File: src/logic/lfs_pkg.sv
/*
 * Shared constants and carrier types for the LED driver fault supervisor.
 * Assumes a single 100 MHz core clock; analog sensing arrives as comparator bits.
 */
`default_nettype none
package lfs_pkg;
	// Core clock period and the long-low supervision time.
	localparam int unsigned CLK_PERIOD_NS = 10;
	localparam int unsigned LOW_TIME_MS = 16;
	localparam int unsigned LOW_TIME_CYCLES = (LOW_TIME_MS * 1000000) / CLK_PERIOD_NS;
	localparam int unsigned NUM_STRINGS = 4;
	// Reset values of the control state.
	localparam logic FAULT_RESET = 1'b0;
	localparam logic SLEEP_RESET = 1'b1;

	// Comparator inputs for one sink pin.
	typedef struct packed {
		logic above_short;
		logic at_regulation;
		logic no_current;
	} lfs_sink_s;

	// Switch-side comparator inputs.
	typedef struct packed {
		logic output_overvoltage_trip;
		logic output_below_resume;
		logic secondary_overvoltage_trip;
		logic cycle_current_limit;
		logic secondary_switch_limit;
	} lfs_boost_s;

	typedef enum logic [1:0] {
		LFS_SLEEP,
		LFS_IDLE,
		LFS_SOFT_START,
		LFS_RUN
	} lfs_state_e;
endpackage : lfs_pkg
`default_nettype wire

File: src/logic/lfs_supervisor.sv
/*
 * Fault supervision and shutdown control of a four-string boost LED driver.
 * Assumes enable and dimming inputs synchronous to core_clk and analog
 * comparators already resolved to clean logic levels.
 */
`default_nettype none
// Overview of operation
// Enable low beyond 16 ms puts device to sleep, bias supply off.
// Enable rising after sleep clears latched faults; soft start on dimming high.
// Enable high, dimming low beyond 16 ms clears latched faults, no sleep.
// After such a clear, next dimming rise still runs full soft start.
// Bias supply and switching clock output stay on while enable is high.
// Sink pin above short threshold drops its channel out of regulation.
// Standard variant pulls fault low on string short until long-low clear.
// Alternate variant disables shorted channel but leaves fault output high.
// Short detection armed only while some sink pin sits at regulation.
// Overvoltage sense trip registers an output overvoltage event.
// Output overvoltage stops switching only; no latch, no fault output. The code also latches currentless sinks off until a fault clear.
// Overvoltage drops currentless strings; switching resumes below 97 percent.
// Secondary overvoltage disables switching and sinks, latched until reset.
// Cycle current limit ends the cycle and skips one, not latched.
// Secondary switch current limit shuts down at once and latches.
// Low-time measurement restarts whenever the input returns high early.
module lfs_supervisor #(
	parameter int unsigned LOW_CYCLES = lfs_pkg::LOW_TIME_CYCLES,
	parameter bit ALTERNATE_VARIANT = 1'b0
) (
	// Clock and reset.
	input wire logic core_clk,
	input wire logic reset_n,
	// Host pins.
	input wire logic enable_in,
	input wire logic dimming_in,
	// Comparator inputs.
	input wire lfs_pkg::lfs_sink_s [lfs_pkg::NUM_STRINGS-1:0] sink_in,
	input wire lfs_pkg::lfs_boost_s boost_in,
	input wire logic cycle_boundary,
	input wire logic soft_start_done,
	// Controls and status.
	output logic bias_enable,
	output logic switching_clock_enable,
	output logic boost_enable,
	output logic soft_start,
	output logic [lfs_pkg::NUM_STRINGS-1:0] sink_enable,
	output logic fault_out_oe,
	output logic overvoltage_event,
	output logic latched_off
);
	import lfs_pkg::*;

	if (LOW_CYCLES < 2)
	begin : g_low_cycles_check
		$error("LOW_CYCLES too small");
	end

	lfs_state_e state_q;
	logic en_long_low;
	logic dim_long_low;
	logic en_prev_q;
	logic dim_prev_q;
	logic clear_faults;
	logic [NUM_STRINGS-1:0] short_q;
	logic [NUM_STRINGS-1:0] open_q;
	logic short_flag_q;
	logic ovp_q;
	logic skip_q;
	logic sleep_q;
	logic armed;
	logic [NUM_STRINGS-1:0] reg_vec;
	logic hard_trip;

	////////////////////////////////////////////////////////////////////////////
	// Long-low timers on the host pins.
	lfs_low_timer #(.CYCLES(LOW_CYCLES)) u_en_timer (
		.core_clk(core_clk),
		.reset_n(reset_n),
		.level_in(enable_in),
		.expired(en_long_low)
	);
	lfs_low_timer #(.CYCLES(LOW_CYCLES)) u_dim_timer (
		.core_clk(core_clk),
		.reset_n(reset_n),
		.level_in(dimming_in),
		.expired(dim_long_low)
	);

	// Edge history of the host pins.
	always_ff @(posedge core_clk or negedge reset_n)
	begin
		if (!reset_n)
		begin
			en_prev_q <= 1'b0;
			dim_prev_q <= 1'b0;
		end
		else
		begin
			en_prev_q <= enable_in;
			dim_prev_q <= dimming_in;
		end
	end

	// Fault clear on waking from sleep or on a long dimming-low with enable high.
	assign clear_faults = (sleep_q && enable_in && !en_prev_q)
		|| (enable_in && dim_long_low);

	////////////////////////////////////////////////////////////////////////////
	// Sleep tracking; the wake edge wins because the expiry flag lags the pin a cycle.
	always_ff @(posedge core_clk or negedge reset_n)
	begin
		if (!reset_n)
			sleep_q <= SLEEP_RESET;
		else if (enable_in && !en_prev_q)
			sleep_q <= 1'b0;
		else if (en_long_low)
			sleep_q <= 1'b1;
	end

	// Operating sequence; every clear falls back to idle so a soft start follows.
	always_ff @(posedge core_clk or negedge reset_n)
	begin
		if (!reset_n)
			state_q <= LFS_SLEEP;
		else
		begin
			unique case (state_q)
				LFS_SLEEP:
					if (enable_in && !en_prev_q)
						state_q <= LFS_IDLE;
				LFS_IDLE:
					if (en_long_low)
						state_q <= LFS_SLEEP;
					else if (enable_in && dimming_in && !dim_prev_q)
						state_q <= LFS_SOFT_START;
				LFS_SOFT_START:
					if (en_long_low)
						state_q <= LFS_SLEEP;
					else if (clear_faults)
						state_q <= LFS_IDLE;
					else if (soft_start_done)
						state_q <= LFS_RUN;
				LFS_RUN:
					if (en_long_low)
						state_q <= LFS_SLEEP;
					else if (clear_faults)
						state_q <= LFS_IDLE;
			endcase
		end
	end

	////////////////////////////////////////////////////////////////////////////
	// Short detection needs at least one sink at regulation.
	always_comb
	begin
		for (int i = 0; i < NUM_STRINGS; i++)
			reg_vec[i] = sink_in[i].at_regulation;
		armed = |reg_vec;
	end

	// Per-string short and open latches; detection wins over a clear.
	always_ff @(posedge core_clk or negedge reset_n)
	begin
		if (!reset_n)
		begin
			short_q <= '0;
			open_q <= '0;
		end
		else
		begin
			for (int i = 0; i < NUM_STRINGS; i++)
			begin
				if (state_q == LFS_RUN && armed && sink_in[i].above_short)
					short_q[i] <= 1'b1;
				else if (clear_faults || en_long_low)
					short_q[i] <= 1'b0;
				if (boost_in.output_overvoltage_trip && sink_in[i].no_current)
					open_q[i] <= 1'b1;
				else if (clear_faults)
					open_q[i] <= 1'b0;
			end
		end
	end

	// Fault flag for the standard variant only.
	always_ff @(posedge core_clk or negedge reset_n)
	begin
		if (!reset_n)
			short_flag_q <= FAULT_RESET;
		else if (!ALTERNATE_VARIANT && (|short_q))
			short_flag_q <= 1'b1;
		else if (clear_faults || (!enable_in && en_long_low))
			short_flag_q <= 1'b0;
	end

	////////////////////////////////////////////////////////////////////////////
	// Output overvoltage holds off switching until below the resume level.
	always_ff @(posedge core_clk or negedge reset_n)
	begin
		if (!reset_n)
			ovp_q <= 1'b0;
		else if (boost_in.output_overvoltage_trip)
			ovp_q <= 1'b1;
		else if (boost_in.output_below_resume)
			ovp_q <= 1'b0;
	end

	// Cycle limit skips the rest of this cycle and the whole next one.
	logic skip_next_q;
	always_ff @(posedge core_clk or negedge reset_n)
	begin
		if (!reset_n)
		begin
			skip_q <= 1'b0;
			skip_next_q <= 1'b0;
		end
		else if (boost_in.cycle_current_limit)
		begin
			skip_q <= 1'b1;
			skip_next_q <= 1'b1;
		end
		else if (cycle_boundary)
		begin
			skip_q <= skip_next_q;
			skip_next_q <= 1'b0;
		end
	end

	// Hard latches from secondary overvoltage and current; trip wins over clear.
	assign hard_trip = boost_in.secondary_overvoltage_trip || boost_in.secondary_switch_limit;
	always_ff @(posedge core_clk or negedge reset_n)
	begin
		if (!reset_n)
			latched_off <= 1'b0;
		else if (hard_trip)
			latched_off <= 1'b1;
		else if (clear_faults)
			latched_off <= 1'b0;
	end

	////////////////////////////////////////////////////////////////////////////
	// Registered outputs; the hard trips also gate directly for immediacy.
	always_ff @(posedge core_clk or negedge reset_n)
	begin
		if (!reset_n)
		begin
			bias_enable <= 1'b0;
			switching_clock_enable <= 1'b0;
			boost_enable <= 1'b0;
			soft_start <= 1'b0;
			sink_enable <= '0;
			fault_out_oe <= 1'b0;
			overvoltage_event <= 1'b0;
		end
		else
		begin
			bias_enable <= enable_in || !sleep_q;
			switching_clock_enable <= enable_in || !sleep_q;
			boost_enable <= (state_q == LFS_SOFT_START || state_q == LFS_RUN) && dimming_in
				&& !ovp_q && !boost_in.output_overvoltage_trip && !skip_q
				&& !boost_in.cycle_current_limit && !latched_off
				&& !boost_in.secondary_overvoltage_trip
				&& !boost_in.secondary_switch_limit;
			soft_start <= (state_q == LFS_SOFT_START);
			for (int i = 0; i < NUM_STRINGS; i++)
				sink_enable[i] <= (state_q == LFS_RUN) && dimming_in && !short_q[i] && !open_q[i]
					&& !latched_off && !boost_in.secondary_overvoltage_trip
					&& !boost_in.secondary_switch_limit;
			fault_out_oe <= short_flag_q || latched_off;
			overvoltage_event <= ovp_q;
		end
	end
endmodule : lfs_supervisor
`default_nettype wire

File: src/logic/lfs_low_timer.sv
/*
 * Counts how long a monitored input has stayed low and flags expiry.
 * Assumes the input is synchronous to core_clk.
 */
`default_nettype none
module lfs_low_timer #(
	parameter int unsigned CYCLES = 1600000
) (
	// Clock and reset.
	input wire logic core_clk,
	input wire logic reset_n,
	// Monitored level and expiry flag.
	input wire logic level_in,
	output logic expired
);
	import lfs_pkg::*;

	// Elaboration check: the expiry compare needs at least two counted cycles.
	if (CYCLES < 2)
	begin : g_cycles_check
		$error("lfs_low_timer needs at least two cycles");
	end

	logic [31:0] count_q;

	// Counting restarts from zero whenever the input returns high.
	always_ff @(posedge core_clk or negedge reset_n)
	begin
		if (!reset_n)
			count_q <= 32'h0;
		else if (level_in)
			count_q <= 32'h0;
		else if (count_q < CYCLES)
			count_q <= count_q + 32'h1;
	end

	// Expiry as soon as the input has been low for the set low time.
	always_ff @(posedge core_clk or negedge reset_n)
	begin
		if (!reset_n)
			expired <= 1'b0;
		else
			expired <= !level_in && (count_q >= CYCLES - 1);
	end
endmodule : lfs_low_timer
`default_nettype wire

File: config.mk
export PLATFORM = sky130hd
export DESIGN_NAME = lfs_supervisor
export DESIGN_NICKNAME = d
export VERILOG_FILES = /design/src/logic/lfs_pkg.sv /design/src/logic/lfs_supervisor.sv /design/src/logic/lfs_low_timer.sv
export SDC_FILE = /design/constraint.sdc
export NUM_CORES = 1
export LEC_CHECK = 0
export BUFFER_PORTS_ARGS = -buffer_cell sky130_fd_sc_hd__buf_4
export CAP_MARGIN = 20
export CELL_PAD_IN_SITES_DETAIL_PLACEMENT = 0
export CELL_PAD_IN_SITES_GLOBAL_PLACEMENT = 2
export CORE_AREA = 10 10 112 114
export CTS_CLUSTER_SIZE = 28
export DETAILED_ROUTE_END_ITERATION = 8
export DIE_AREA = 0 0 122 124
export GPL_TIMING_DRIVEN = 0
export PLACE_DENSITY_LB_ADDON = 0.1
export SLEW_MARGIN = 20
export SYNTH_ARGS = -nofsm -noshare
export SYNTH_HDL_FRONTEND = slang
export SYNTH_SLANG_ARGS = --single-unit
File: constraint.sdc
create_clock -name core_clk -period 3.63 [get_ports core_clk]
set_clock_uncertainty 0.15 [all_clocks]
set_input_delay 0.363 -clock core_clk [delete_from_list [all_inputs] [get_ports core_clk]]
set_output_delay 0.363 -clock core_clk [all_outputs]
set_load 0.005 [all_outputs]
# == Word level (Yosys, flattened, before mapping) ==
# Cells that the tools add are included.
# word_totals
register_bits,93
input_bits,23
wordCells,167
# op_classes
addsub,2
order_cmp,4
n_reduce_logical,93
n_eq_ne,7
mux,34
# ops
op,n
32-bit 2-to-1 mux,4
32-bit by 1-bit adder with 32-bit output (second input constant),2
32-bit by 21-bit >= comparator with 1-bit output (second input constant),2
32-bit by 21-bit less-than comparator with 1-bit output (second input constant),2
1-bit logical AND,47
2-bit nonzero test,15
1-bit 2-to-1 mux,21
1-bit zero test,20
2-bit 2-to-1 mux,8
2-bit one-hot mux with 4 select lines,1
4-bit OR reduction,2
1-bit logical OR,7
3-bit by 2-bit != test with 1-bit output (second input constant),2
2-bit equality test (second input constant),2
4-bit by 3-bit != test with 1-bit output (second input constant),1
4-bit AND reduction,1
2-bit by 1-bit equality test with 1-bit output (second input constant),1
2-bit zero test,1
2-bit != test (second input constant),1

# == Depth between registers and ports, before layout ==
# Gate-level depths: netlist of run 1.
# logic_depth
ltp_word,10
mapped_depth,7
depth_no_buf,6

# == By module ==
# A second synthesis of run 1 with hierarchy kept.
# hier_totals
cells_unflattened,390
area_unflattened_um2,4187.8
# by_module_without_submodules
module,cells_per_inst,area_per_inst_um2,n_inst
lfs_low_timer,155,1570.3,2
lfs_supervisor,80,1047.3,1

# == Least setup slack after synthesis of run 1 ==
# OpenSTA, ideal clock, no wires.
# synth_path
path_kind,register -> register
from,register u_dim_timer.count_q[22]
to,register u_dim_timer.count_q[14]
period_less_slack_ns,2.254
setup_ns,0.078
stages_incl_launch_ff,7
path_buffers,1
arrival_ns,2.026
path_slack_ns,1.376
required_time_ns,3.402
cell_sequence,dfrtp_1 > nor4_4 > nand4_4 > or3_1 > buf_2 > or4_1 > a21oi_1
# synth_between
elab_chain_cells,2
# synth_rtl
item,line_no,source
"start, declared",lfs_low_timer.sv:24,logic [31:0] count_q;
"start signal, assigned",lfs_low_timer.sv:34,count_q <= count_q + 32'h1;
32-bit by 21-bit less-than comparator with 1-bit output,lfs_low_timer.sv:33,else if (count_q < CYCLES)
2-bit nonzero test (no line),n/a,
# Every way passes these cells.
# A chain may end at the register's enable or synchronous reset.

# == Worst setup path after layout of run 1 ==
# layout_path
from,register u_en_timer.count_q[26]
to,register u_en_timer.count_q[13]
# layout_between
elab_chain_cells,2
# layout_rtl
item,line_no
"start, declared",lfs_low_timer.sv:24
"start signal, assigned",lfs_low_timer.sv:34
32-bit by 21-bit less-than comparator with 1-bit output,lfs_low_timer.sv:33
2-bit nonzero test (no line),n/a
# Every way passes these cells.

==> results of run 1 <==
[worst max-delay path: stages, from the launching register on]
cell      delay [ns]
dfrtp_1         0.39
nor4_1          0.40
and3_1          0.21
clkbuf_1        0.23
nand4_1         0.35
or4_1           0.59
a21oi_1         0.14
[cells in the mapped netlist, drive strengths merged, types with 9 or more instances]
| library cell | count |
|---|---|
| nor3 | 15 |
| dfrtp | 92 |
| or3 | 25 |
| nor2 | 21 |
| a21oi | 33 |
| nand3 | 19 |
| nor4 | 11 |
| or4 | 9 |
| nand4 | 18 |
| o21ai | 24 |
| clkbuf | 16 |
| inv | 9 |
| nand2 | 25 |
| nor2b | 26 |
[state kept, by name (all words and copies together), names as in the netlist, 2 cells and up]
name                 count
open_q                   4
short_q                  4
sink_enable              4
state_q                  2
u_dim_timer.count_q     32
u_en_timer.count_q      32
[stage by stage]
stage / cells / instance area [um^2] / hold slack, ns
2_1_floorplan: 404 / 4138 / -0.08259
4_1_cts: 590 / 4797 / 0.01769
6_report: 590 / 4797 / 0.02575
3_5_place_dp: 573 / 4559 / 0.2667
3_3_place_gp: 573 / 4556 / 0.2404
5_1_grt: 590 / 4797 / 0.01554
[repair_timing]
action                                 CTS  global route
hold buffers                             2             0
buffers inserted                         0             0
endpoints found under the hold margin   93             0
[placed cells by master (no fill, tap or decap), types with 3 or more instances in the layout]
cell and n:
o21ai_0 23, and3_1 7, dfrtp_1 92, nand2b_1 4
nand4_1 17, clkbuf_8 9, nor2b_1 26, nand3_1 19
nand2_1 25, a21oi_1 33, xnor2_1 7, clkbuf_1 16
or3_1 25, inv_1 9, nor2_1 21, or4_1 9
o31ai_1 8, nor4_1 9, a22o_1 8, nor3_1 14
buf_4 33, xor2_1 3
[layout make-up]
class	instances	area (um^2)
buffer	18	72.57
clock buffer	9	123.9
clock inverter	6	93.84
fill	971	5434
inverter	9	33.78
multi-input combinational	284	1703
sequential	93	2328
tap	136	170.2
timing repair buffer	35	271.5
[cells by family after synthesis]
| logic type | synth area share (%) |
|---|---|
| AOI/OAI and AO/OA | 12.49 |
| xor gates and xnor gates | 2.117 |
| adders and majority gates | 0.6047 |
| buffers and inverters | 2.570 |
| DFF | 56.27 |
| and+or+nand+nor | 25.94 |
[metal layers]
metal | routed length (um) | up-vias | share of wire (%)
li1 | - | 1564 | -
met3 | 494 | 6 | 5.4
met5 | 0 | - | 0
met4 | 83 | 0 | 0.90
met2 | 4048 | 58 | 44
met1 | 4569 | 1543 | 50
[power by group through the flow]
| stage | registers [mW] | logic [mW] | clock network (mW) |
|---|---|---|---|
| floorplan | 1.09 | 0.0493 | 0 |
| global placement | 1.10 | 0.108 | 0 |
| detailed placement | 1.10 | 0.110 | 0 |
| CTS | 1.08 | 0.112 | 0.800 |
| global route | 1.08 | 0.124 | 0.834 |
| finish | 1.08 | 0.108 | 0.771 |
[final timing paths]
| check | startpoint | to | slack [ns] | cells after the start |
|---|---|---|---|---|
| worst max-delay path | u_en_timer.count_q[26]$_DFFE_PN0P_ | u_en_timer.count_q[13]$_DFFE_PN0P_ | 1.09 | 6 |
| worst max register to register | u_en_timer.count_q[26]$_DFFE_PN0P_ | u_en_timer.count_q[13]$_DFFE_PN0P_ | 1.09 | 6 |
| min in group asynchronous | reset_n | overvoltage_event$_DFF_PN0_ | 0.50 | 2 |
| worst min register to register | ovp_q$_DFFE_PN0P_ | overvoltage_event$_DFF_PN0_ | 0.28 | 0 |
| worst min-delay path | enable_in | en_prev_q$_DFF_PN0_ | 0.03 | 1 |
| max in group asynchronous | reset_n | u_dim_timer.count_q[3]$_DFFE_PN0P_ | 2.27 | 2 |
==> results.yml, run 1 <==
clock_tree:
  clkLatencyLatePin_ns: 0.35
  cts_resized: 0
  clk_pin_slew_ns: 0.10
  cts-root-buf: "clkbuf_8"
  cts_made_buffers: 9
  clkSinkCount: 93
  cts_max_level: 3
  cts_tree: "built"
  cts.path.max_buffers: 2
power_and_ir_drop:
  clockPowerShare_pct: 39.4
  cellPowerDensity_mw_per_mm2: 407.9
  switchingPower_mw: 0.4690
  seq_power_share_pct: 55.1
  sw_frac_of_total_pct: 23.97
  p_int_mw: 1.488
  power_mw: 1.957
  p_comb_share_pct: 5.5
  leakagePower_nw: 1.960
  vdd_drop_max_v: 0.0002137
drt:
  dr.pass1.iters: 4
  drt_iter0_drc: 210
  drtAntennaViolNets: 0
  finalWirelength_mm: 9.196
  wire_per_inst_um: 15.59
  drc: 0
  via_per_inst: 5.375
  num_vias: 3171
run:
  drv_cap: 0
min_path:
  hp-class: "in2reg"
sta:
  setup_tns_ns: 0
  slew_headroom_pct: 44.30
  fin_crit_sh_pct: 70.03
  slew_violations: 0
  final.setup.worst_slack_ns: 1.088
  period_minus_slack_ns: 2.542
  hold_viol: 0
  setup_viol: 0
  fmax_ghz: 0.3934
  rsz0062_at_grt: "no"
  worstMarginPinSlew_ns: 0.8355
grt:
  antenna_found_initial: 0
  busiest_layer: "met2"
  use_met2_pct: 19.35
  grt_pass1_vias: 3242
  grt.met3_usage_pct: 3.077
  grt_util_met1_pct: 18.12
  grt_use_total_pct: 12.94
  grt_max_degree: 94
  grt_overflow: 0
  grt_pass1_wl_mm: 16.05
layout:
  layout-drive-gt1-share_pct: 12.56
  nets: 475
  fin_util_pct: 46.89
  area_growth_pct: 15.94
  antenna_cells: 0
floorplanning:
  dieArea_mm2: 0.01513
  die_h_um: 124
  chipWidth_um: 122
  pin_count: 34
  rows: 37
  start_util_pct: 40.44
  core_mm2: 0.01023
synthesis:
  synthFlopType: "dfrtp_1"
  yosys.area.top_type: "dfrtp_1"
  syn-num-nets: 429
  ys_types: 43
  synthArstFlopShare_pct: 100.0
  ys_warn_count: 0
  synth_seq_cells: 93
  synth_area_leaders: "dfrtp_1, a21oi_1, nor2b_1, or3_1, o21ai_0"
  synth_edf_count: 0
  netlist_area_mm2: 0.004138
  synth.avg_cell_area_um2: 10.24
  synthCells: 404
  yosysTopAreaCellShare_pct: 55.64
  ys_seq_area_share_pct: 56.27
placed_design:
  dp_slack_ns: 1.140
  numPortBuffers: 33
  gp_congestion: 0.7836
  place_hpwl_mm: 6.286
worst_setup_path:
  start_kind: "flop"
  worst_ep_arrival_time_ns: 2.67
  cp_max_fo: 8
  critPathCaptureType: "flop"
  crit_required_ns: 3.76
  path_class: "reg2reg"
status:
  status: "finished clean"
Power figures use the tool's default switching activity.
==> run 2, diff against run 1 <==
Settings changed: CORE_AREA 10 10 112 114 to 10 10 115 117, DIE_AREA 0 0 122 124 to 0 0 125 127.
Clock period 3.63 ns to 2.59 ns, I/O delays scaled along.
==> results.yml, run 2 (synthesized netlist as in run 1, its figures left out) <==
status:
  status: "finished clean"
run:
  drv_cap: 0
drt:
  num_vias: 3258
  dr.pass1.iters: 4
  drt_iter0_drc: 178
  finalWirelength_mm: 9.515
  drtAntennaViolNets: 0
  via_per_inst: 5.298
  wire_per_inst_um: 15.47
  drc: 0
worst_setup_path:
  r2r_cells: 6
  timing.rr.start: "u_dim_timer.count_q[28]$_DFFE_PN0P_"
  critPathCaptureType: "flop"
  rrSetupSlack_ns: 0.23
  crit_required_ns: 2.70
  reg2reg_to: "u_dim_timer.count_q[18]$_DFFE_PN0P_"
  start_kind: "flop"
  cp_max_fo: 9
  path_class: "reg2reg"
  worst_ep_arrival_time_ns: 2.47
sta:
  worstMarginPinSlew_ns: 0.8511
  hold_viol: 0
  slew_headroom_pct: 43.26
  setup_viol: 0
  rsz0062_at_grt: "no"
  hold_ws_ns: 0.04872
  period_minus_slack_ns: 2.359
  slew_violations: 0
  fmax_ghz: 0.4239
  fin_crit_sh_pct: 91.09
floorplanning:
  start_util_pct: 37.19
  die_h_um: 127
  chipWidth_um: 125
  rows: 39
  pin_count: 34
  core_mm2: 0.01113
  dieArea_mm2: 0.01588
grt:
  grt_use_total_pct: 12.27
  grt_pass1_vias: 3324
  antenna_found_initial: 0
  grt_max_degree: 94
  grt_overflow: 0
  grt_pass1_wl_mm: 16.39
placed_design:
  place_hpwl_mm: 6.436
  gp_congestion: 0.7382
  place_area_mm2: 0.004568
  numPortBuffers: 33
min_path:
  hold-path-endpoint: "ovp_q$_DFFE_PN0P_"
  hold_path_startpoint: "boost_in[3]"
  hp-class: "in2reg"
  hold_depth: 3
clock_tree:
  clkLatencyLatePin_ns: 0.34
  cts_made_buffers: 9
  cts.path.max_buffers: 2
  clkSinkCount: 93
  cts_max_level: 3
  cts_tree: "built"
  clk_pin_slew_ns: 0.07
  cts-root-buf: "clkbuf_16"
layout:
  fin_area_mm2: 0.005090
  area_growth_pct: 23.01
  fillers: 1081
  nets: 492
  reg_top3: "u_dim_timer.count_q (32), u_en_timer.count_q (32)"
  most-common-layout-cells: "dfrtp_1, buf_4, a21oi_1"
  final_common_cell: "dfrtp_1"
  layout-drive-gt1-share_pct: 13.14
  antenna_cells: 0
power_and_ir_drop:
  vdd_drop_max_v: 0.0003033
  cellPowerDensity_mw_per_mm2: 603.8
  leakagePower_nw: 2.085
[run 2: worst max path at each step]
| stage | slack [ns] | start | cells past startpoint | endpoint |
|---|---|---|---|---|
| after floorplan | 0.34 | u_dim_timer.count_q[22]$_DFFE_PN0P_ | 6 | u_dim_timer.count_q[14]$_DFFE_PN0P_ |
| after global placement | -0.001 | u_en_timer.count_q[26]$_DFFE_PN0P_ | 6 | u_en_timer.count_q[13]$_DFFE_PN0P_ |
| after detailed placement | -0.05 | u_en_timer.count_q[26]$_DFFE_PN0P_ | 6 | u_en_timer.count_q[13]$_DFFE_PN0P_ |
| after CTS | 0.008 | u_en_timer.count_q[16]$_DFFE_PN0P_ | 5 | u_en_timer.count_q[13]$_DFFE_PN0P_ |
| after global routing | 0.06 | u_dim_timer.count_q[13]$_DFFE_PN0P_ | 7 | u_dim_timer.count_q[3]$_DFFE_PN0P_ |
| final | 0.23 | u_dim_timer.count_q[28]$_DFFE_PN0P_ | 6 | u_dim_timer.count_q[18]$_DFFE_PN0P_ |
[run 2: stage by stage]
stage	setup TNS [ns]	power, mW	utilization, %	setup slack [ns]	cells
global placement	-0.001098	1.690	41.03	-0.001098	580
floorplan	0	1.599	-	0.3364	404
finish	0	3.073	45.75	0.2308	615
global route	0	3.197	45.75	0.05559	615
CTS	0	3.126	45.37	0.008101	612
detailed placement	-0.04617	1.693	41.06	-0.04617	580
[run 2: routing by layer]
layer  GRT usage [%]  vias up  wire [um]
li1                -     1590          -
met1           15.44     1611       4536
met2           20.02       44       4529
met3           2.357       13        271
met4           5.691        0        178
met5               0        -          0
[run 2: layout make-up]
class	instances	area (um^2)	area share (%)
clock inverter	4	76.32	1.500
tap	143	178.9	3.515
inverter	9	33.78	0.6637
clock buffer	12	236.5	4.646
timing repair buffer	53	441.7	8.677
sequential	93	2328	45.75
buffer	17	68.82	1.352
multi-input combinational	284	1725	33.90
[run 2: timing repair]
| item | in CTS | in global routing |
|---|---|---|
| gates resized for setup | 1 | 3 |
| buffers inserted | 0 | 4 |
| endpoints found under the hold margin | 106 | 0 |
| pin swaps | 1 | 3 |
| endpoints found under the setup margin | 1 | 11 |
| hold buffers | 16 | 0 |
[run 2: power breakdown]
group | switching (mW) | internal [mW]
clock network | 0.543 | 0.849
registers | 0.0316 | 1.48
logic | 0.0963 | 0.0739
total | 0.671 | 2.40
[run 2: critical path, stage by stage, from the launching register on]
cell     delay (ns)
dfrtp_1        0.41
nor4_4         0.38
nand4_4        0.14
or3_1          0.39
buf_2          0.18
or4_1          0.47
a21oi_1        0.15
==> run 3, diff against run 2 <==
Settings changed: ABC_AREA set to 1, CORE_AREA 10 10 115 117 to 10 10 126 128, DIE_AREA 0 0 125 127 to 0 0 136 138.
==> results.yml, run 3 <==
status:
  status: "finished clean"
worst_setup_path:
  crit_path_max_incr_delay_ns: 0.44
  worstPathCellList: "ha_1 -> nand2_1 -> nor2_1 -> inv_1 -> nor2_1 -> xor2_1 -> nand3_1 -> nand2_1"
  crit_path_start: "u_dim_timer.count_q[0]$_DFFE_PN0P_"
  crit_required_ns: 2.73
  reg2reg_to: "u_dim_timer.count_q[6]$_DFFE_PN0P_"
  critPathTopFamily: "simple AND/OR/NAND/NOR gates"
  crit_end: "u_dim_timer.count_q[6]$_DFFE_PN0P_"
  r2r_cells: 8
  cp_max_fo: 5
  start_kind: "flop"
  crit_buf_inv: 1
  rrSetupSlack_ns: 0.61
  cp.depth: 8
  crit_slowest_cell: "dfrtp_1"
  critPathCaptureType: "flop"
  timing.rr.start: "u_dim_timer.count_q[0]$_DFFE_PN0P_"
  path_class: "reg2reg"
  worst_ep_arrival_time_ns: 2.12
sta:
  hold_viol: 0
  hold_ws_ns: 0.02510
  setup_tns_ns: 0
  fin_crit_sh_pct: 76.49
  rsz0062_at_grt: "no"
  setup_viol: 0
  slew_headroom_pct: 41.89
  worstMarginPinSlew_ns: 0.8717
  fmax_ghz: 0.5048
  final.setup.worst_slack_ns: 0.6089
  period_minus_slack_ns: 1.981
  slew_violations: 0
grt:
  grt_pass1_wl_mm: 20.13
  antenna_found_initial: 0
  grt_max_degree: 94
  grt_overflow: 0
  use_met2_pct: 21.65
  grt_pass1_vias: 3966
  busiest_layer: "met2"
  grt_use_total_pct: 13.23
  grt.met3_usage_pct: 2.717
  grt_util_met1_pct: 16.53
synthesis:
  syn-num-nets: 627
  synthCells: 602
  synth.avg_cell_area_um2: 7.819
  yosys.area.top_type: "dfrtp_1"
  yosysMostFrequentCell: "nand2_1"
  synth_edf_count: 0
  synthTopCellsByCount: "nand2_1, nor2_1, dfrtp_1, inv_1, nand3_1"
  ys_types: 35
  yosysTopAreaCellShare_pct: 48.91
  ys_warn_count: 0
  synthFlopType: "dfrtp_1"
  ys_seq_area_share_pct: 49.47
  synth_seq_cells: 93
  synth_area_leaders: "dfrtp_1, nand2_1, nor2_1, inv_1, nand3_1"
  netlist_area_mm2: 0.004707
  synthArstFlopShare_pct: 100.0
layout:
  antenna_cells: 0
  fillers: 1379
  reg_top3: "u_dim_timer.count_q (32), u_en_timer.count_q (32)"
  final_common_cell: "nand2_1"
  layout-drive-gt1-share_pct: 11.24
  instances_no_fill: 847
  most-common-layout-cells: "nand2_1, nor2_1, dfrtp_1"
  nets: 687
  area_growth_pct: 20.76
drt:
  drtAntennaViolNets: 0
  finalWirelength_mm: 11.69
  via_per_inst: 4.580
  wire_per_inst_um: 13.80
  num_vias: 3879
  drc: 0
  dr.pass1.iters: 4
  drt_iter0_drc: 211
clock_tree:
  clk_pin_slew_ns: 0.07
  cts_hold_buf: 16
  postCtsSetupBuffers: 0
  cts_made_buffers: 9
  cts_tree: "built"
  cts-root-buf: "clkbuf_16"
  cts_max_level: 3
  cts_resized: 0
  clkSinkCount: 93
  cts.path.max_buffers: 2
  clkLatencyLatePin_ns: 0.35
floorplanning:
  pin_count: 34
  core_mm2: 0.01350
  rows: 43
  die_h_um: 138
  chipWidth_um: 136
  dieArea_mm2: 0.01877
  start_util_pct: 34.86
placed_design:
  numPortBuffers: 33
  dp_cells: 815
  gp_congestion: 0.7929
  place_hpwl_mm: 8.496
  dp_slack_ns: 0.6131
run:
  drv_cap: 0
power_and_ir_drop:
  cellPowerDensity_mw_per_mm2: 589.1
  vdd_drop_max_v: 0.0002505
  power_mw: 3.349
  leakagePower_nw: 2.705
min_path:
  hp-class: "in2reg"
run 3: changes by cell type after synthesis, sizes merged, moves of 25 or more:
cell,delta
inv,+53
nor2,+94
nor2b,-26
a21oi,-28
nand2,+157
or3,-25
run 3: final cells by class:
| type | instances | area [um^2] | area share [%] |
|---|---|---|---|
| multi-input cells | 431 | 2044 | 35.97 |
| repair buffers | 49 | 411.6 | 7.242 |
| clock inverters | 6 | 111.4 | 1.959 |
| clock buffers | 10 | 229.0 | 4.028 |
| well taps | 180 | 225.2 | 3.962 |
| inverters | 62 | 237.7 | 4.182 |
| flip-flops and latches | 93 | 2328 | 40.96 |
| plain buffers | 16 | 96.34 | 1.695 |
run 3: cells by family after synthesis:
logic type / share of synthesized area, %
xor gates and xnor gates: 4.280
buffers and inverters: 7.097
adders and majority gates: 0.5315
AOI/OAI and AO/OA: 4.306
DFF: 49.47
and+or+nand+nor: 34.32
run 3: worst min path at each step:
stage / endpoint / cells past startpoint / from
floorplan: boost_enable$_DFF_PN0_ / 0 / reset_n
global placement: overvoltage_event$_DFF_PN0_ / 0 / ovp_q$_DFFE_PN0P_
detailed placement: overvoltage_event$_DFF_PN0_ / 0 / ovp_q$_DFFE_PN0P_
CTS: open_q[1]$_DFFE_PN0P_ / 2 / boost_in[4]
global route: open_q[2]$_DFFE_PN0P_ / 2 / boost_in[4]
finish: open_q[1]$_DFFE_PN0P_ / 2 / boost_in[4]
run 3: through the flow:
| stage | area [um^2] | utilization (%) |
|---|---|---|
| 3_3_place_gp | 5180 | 38.36 |
| 5_1_grt | 5684 | 42.09 |
| 4_1_cts | 5684 | 42.09 |
| 6_report | 5684 | 42.09 |
| 2_1_floorplan | 4707 | - |
| 3_5_place_dp | 5184 | 38.39 |
run 3: power breakdown:
part	leakage (nW)	total, mW	internal [mW]	switching [mW]
logic	1.34	0.299	0.120	0.179
registers	1.21	1.53	1.50	0.0253
clock network	0.163	1.52	0.944	0.580
total	2.70	3.35	2.56	0.784
run 3: routing by layer:
metal  up-vias  part of all wire, %
met2        38                   50
met3        15                  2.2
met1      1799                   46
met5         -                    0
met4         0                  1.9
li1       2027                    -
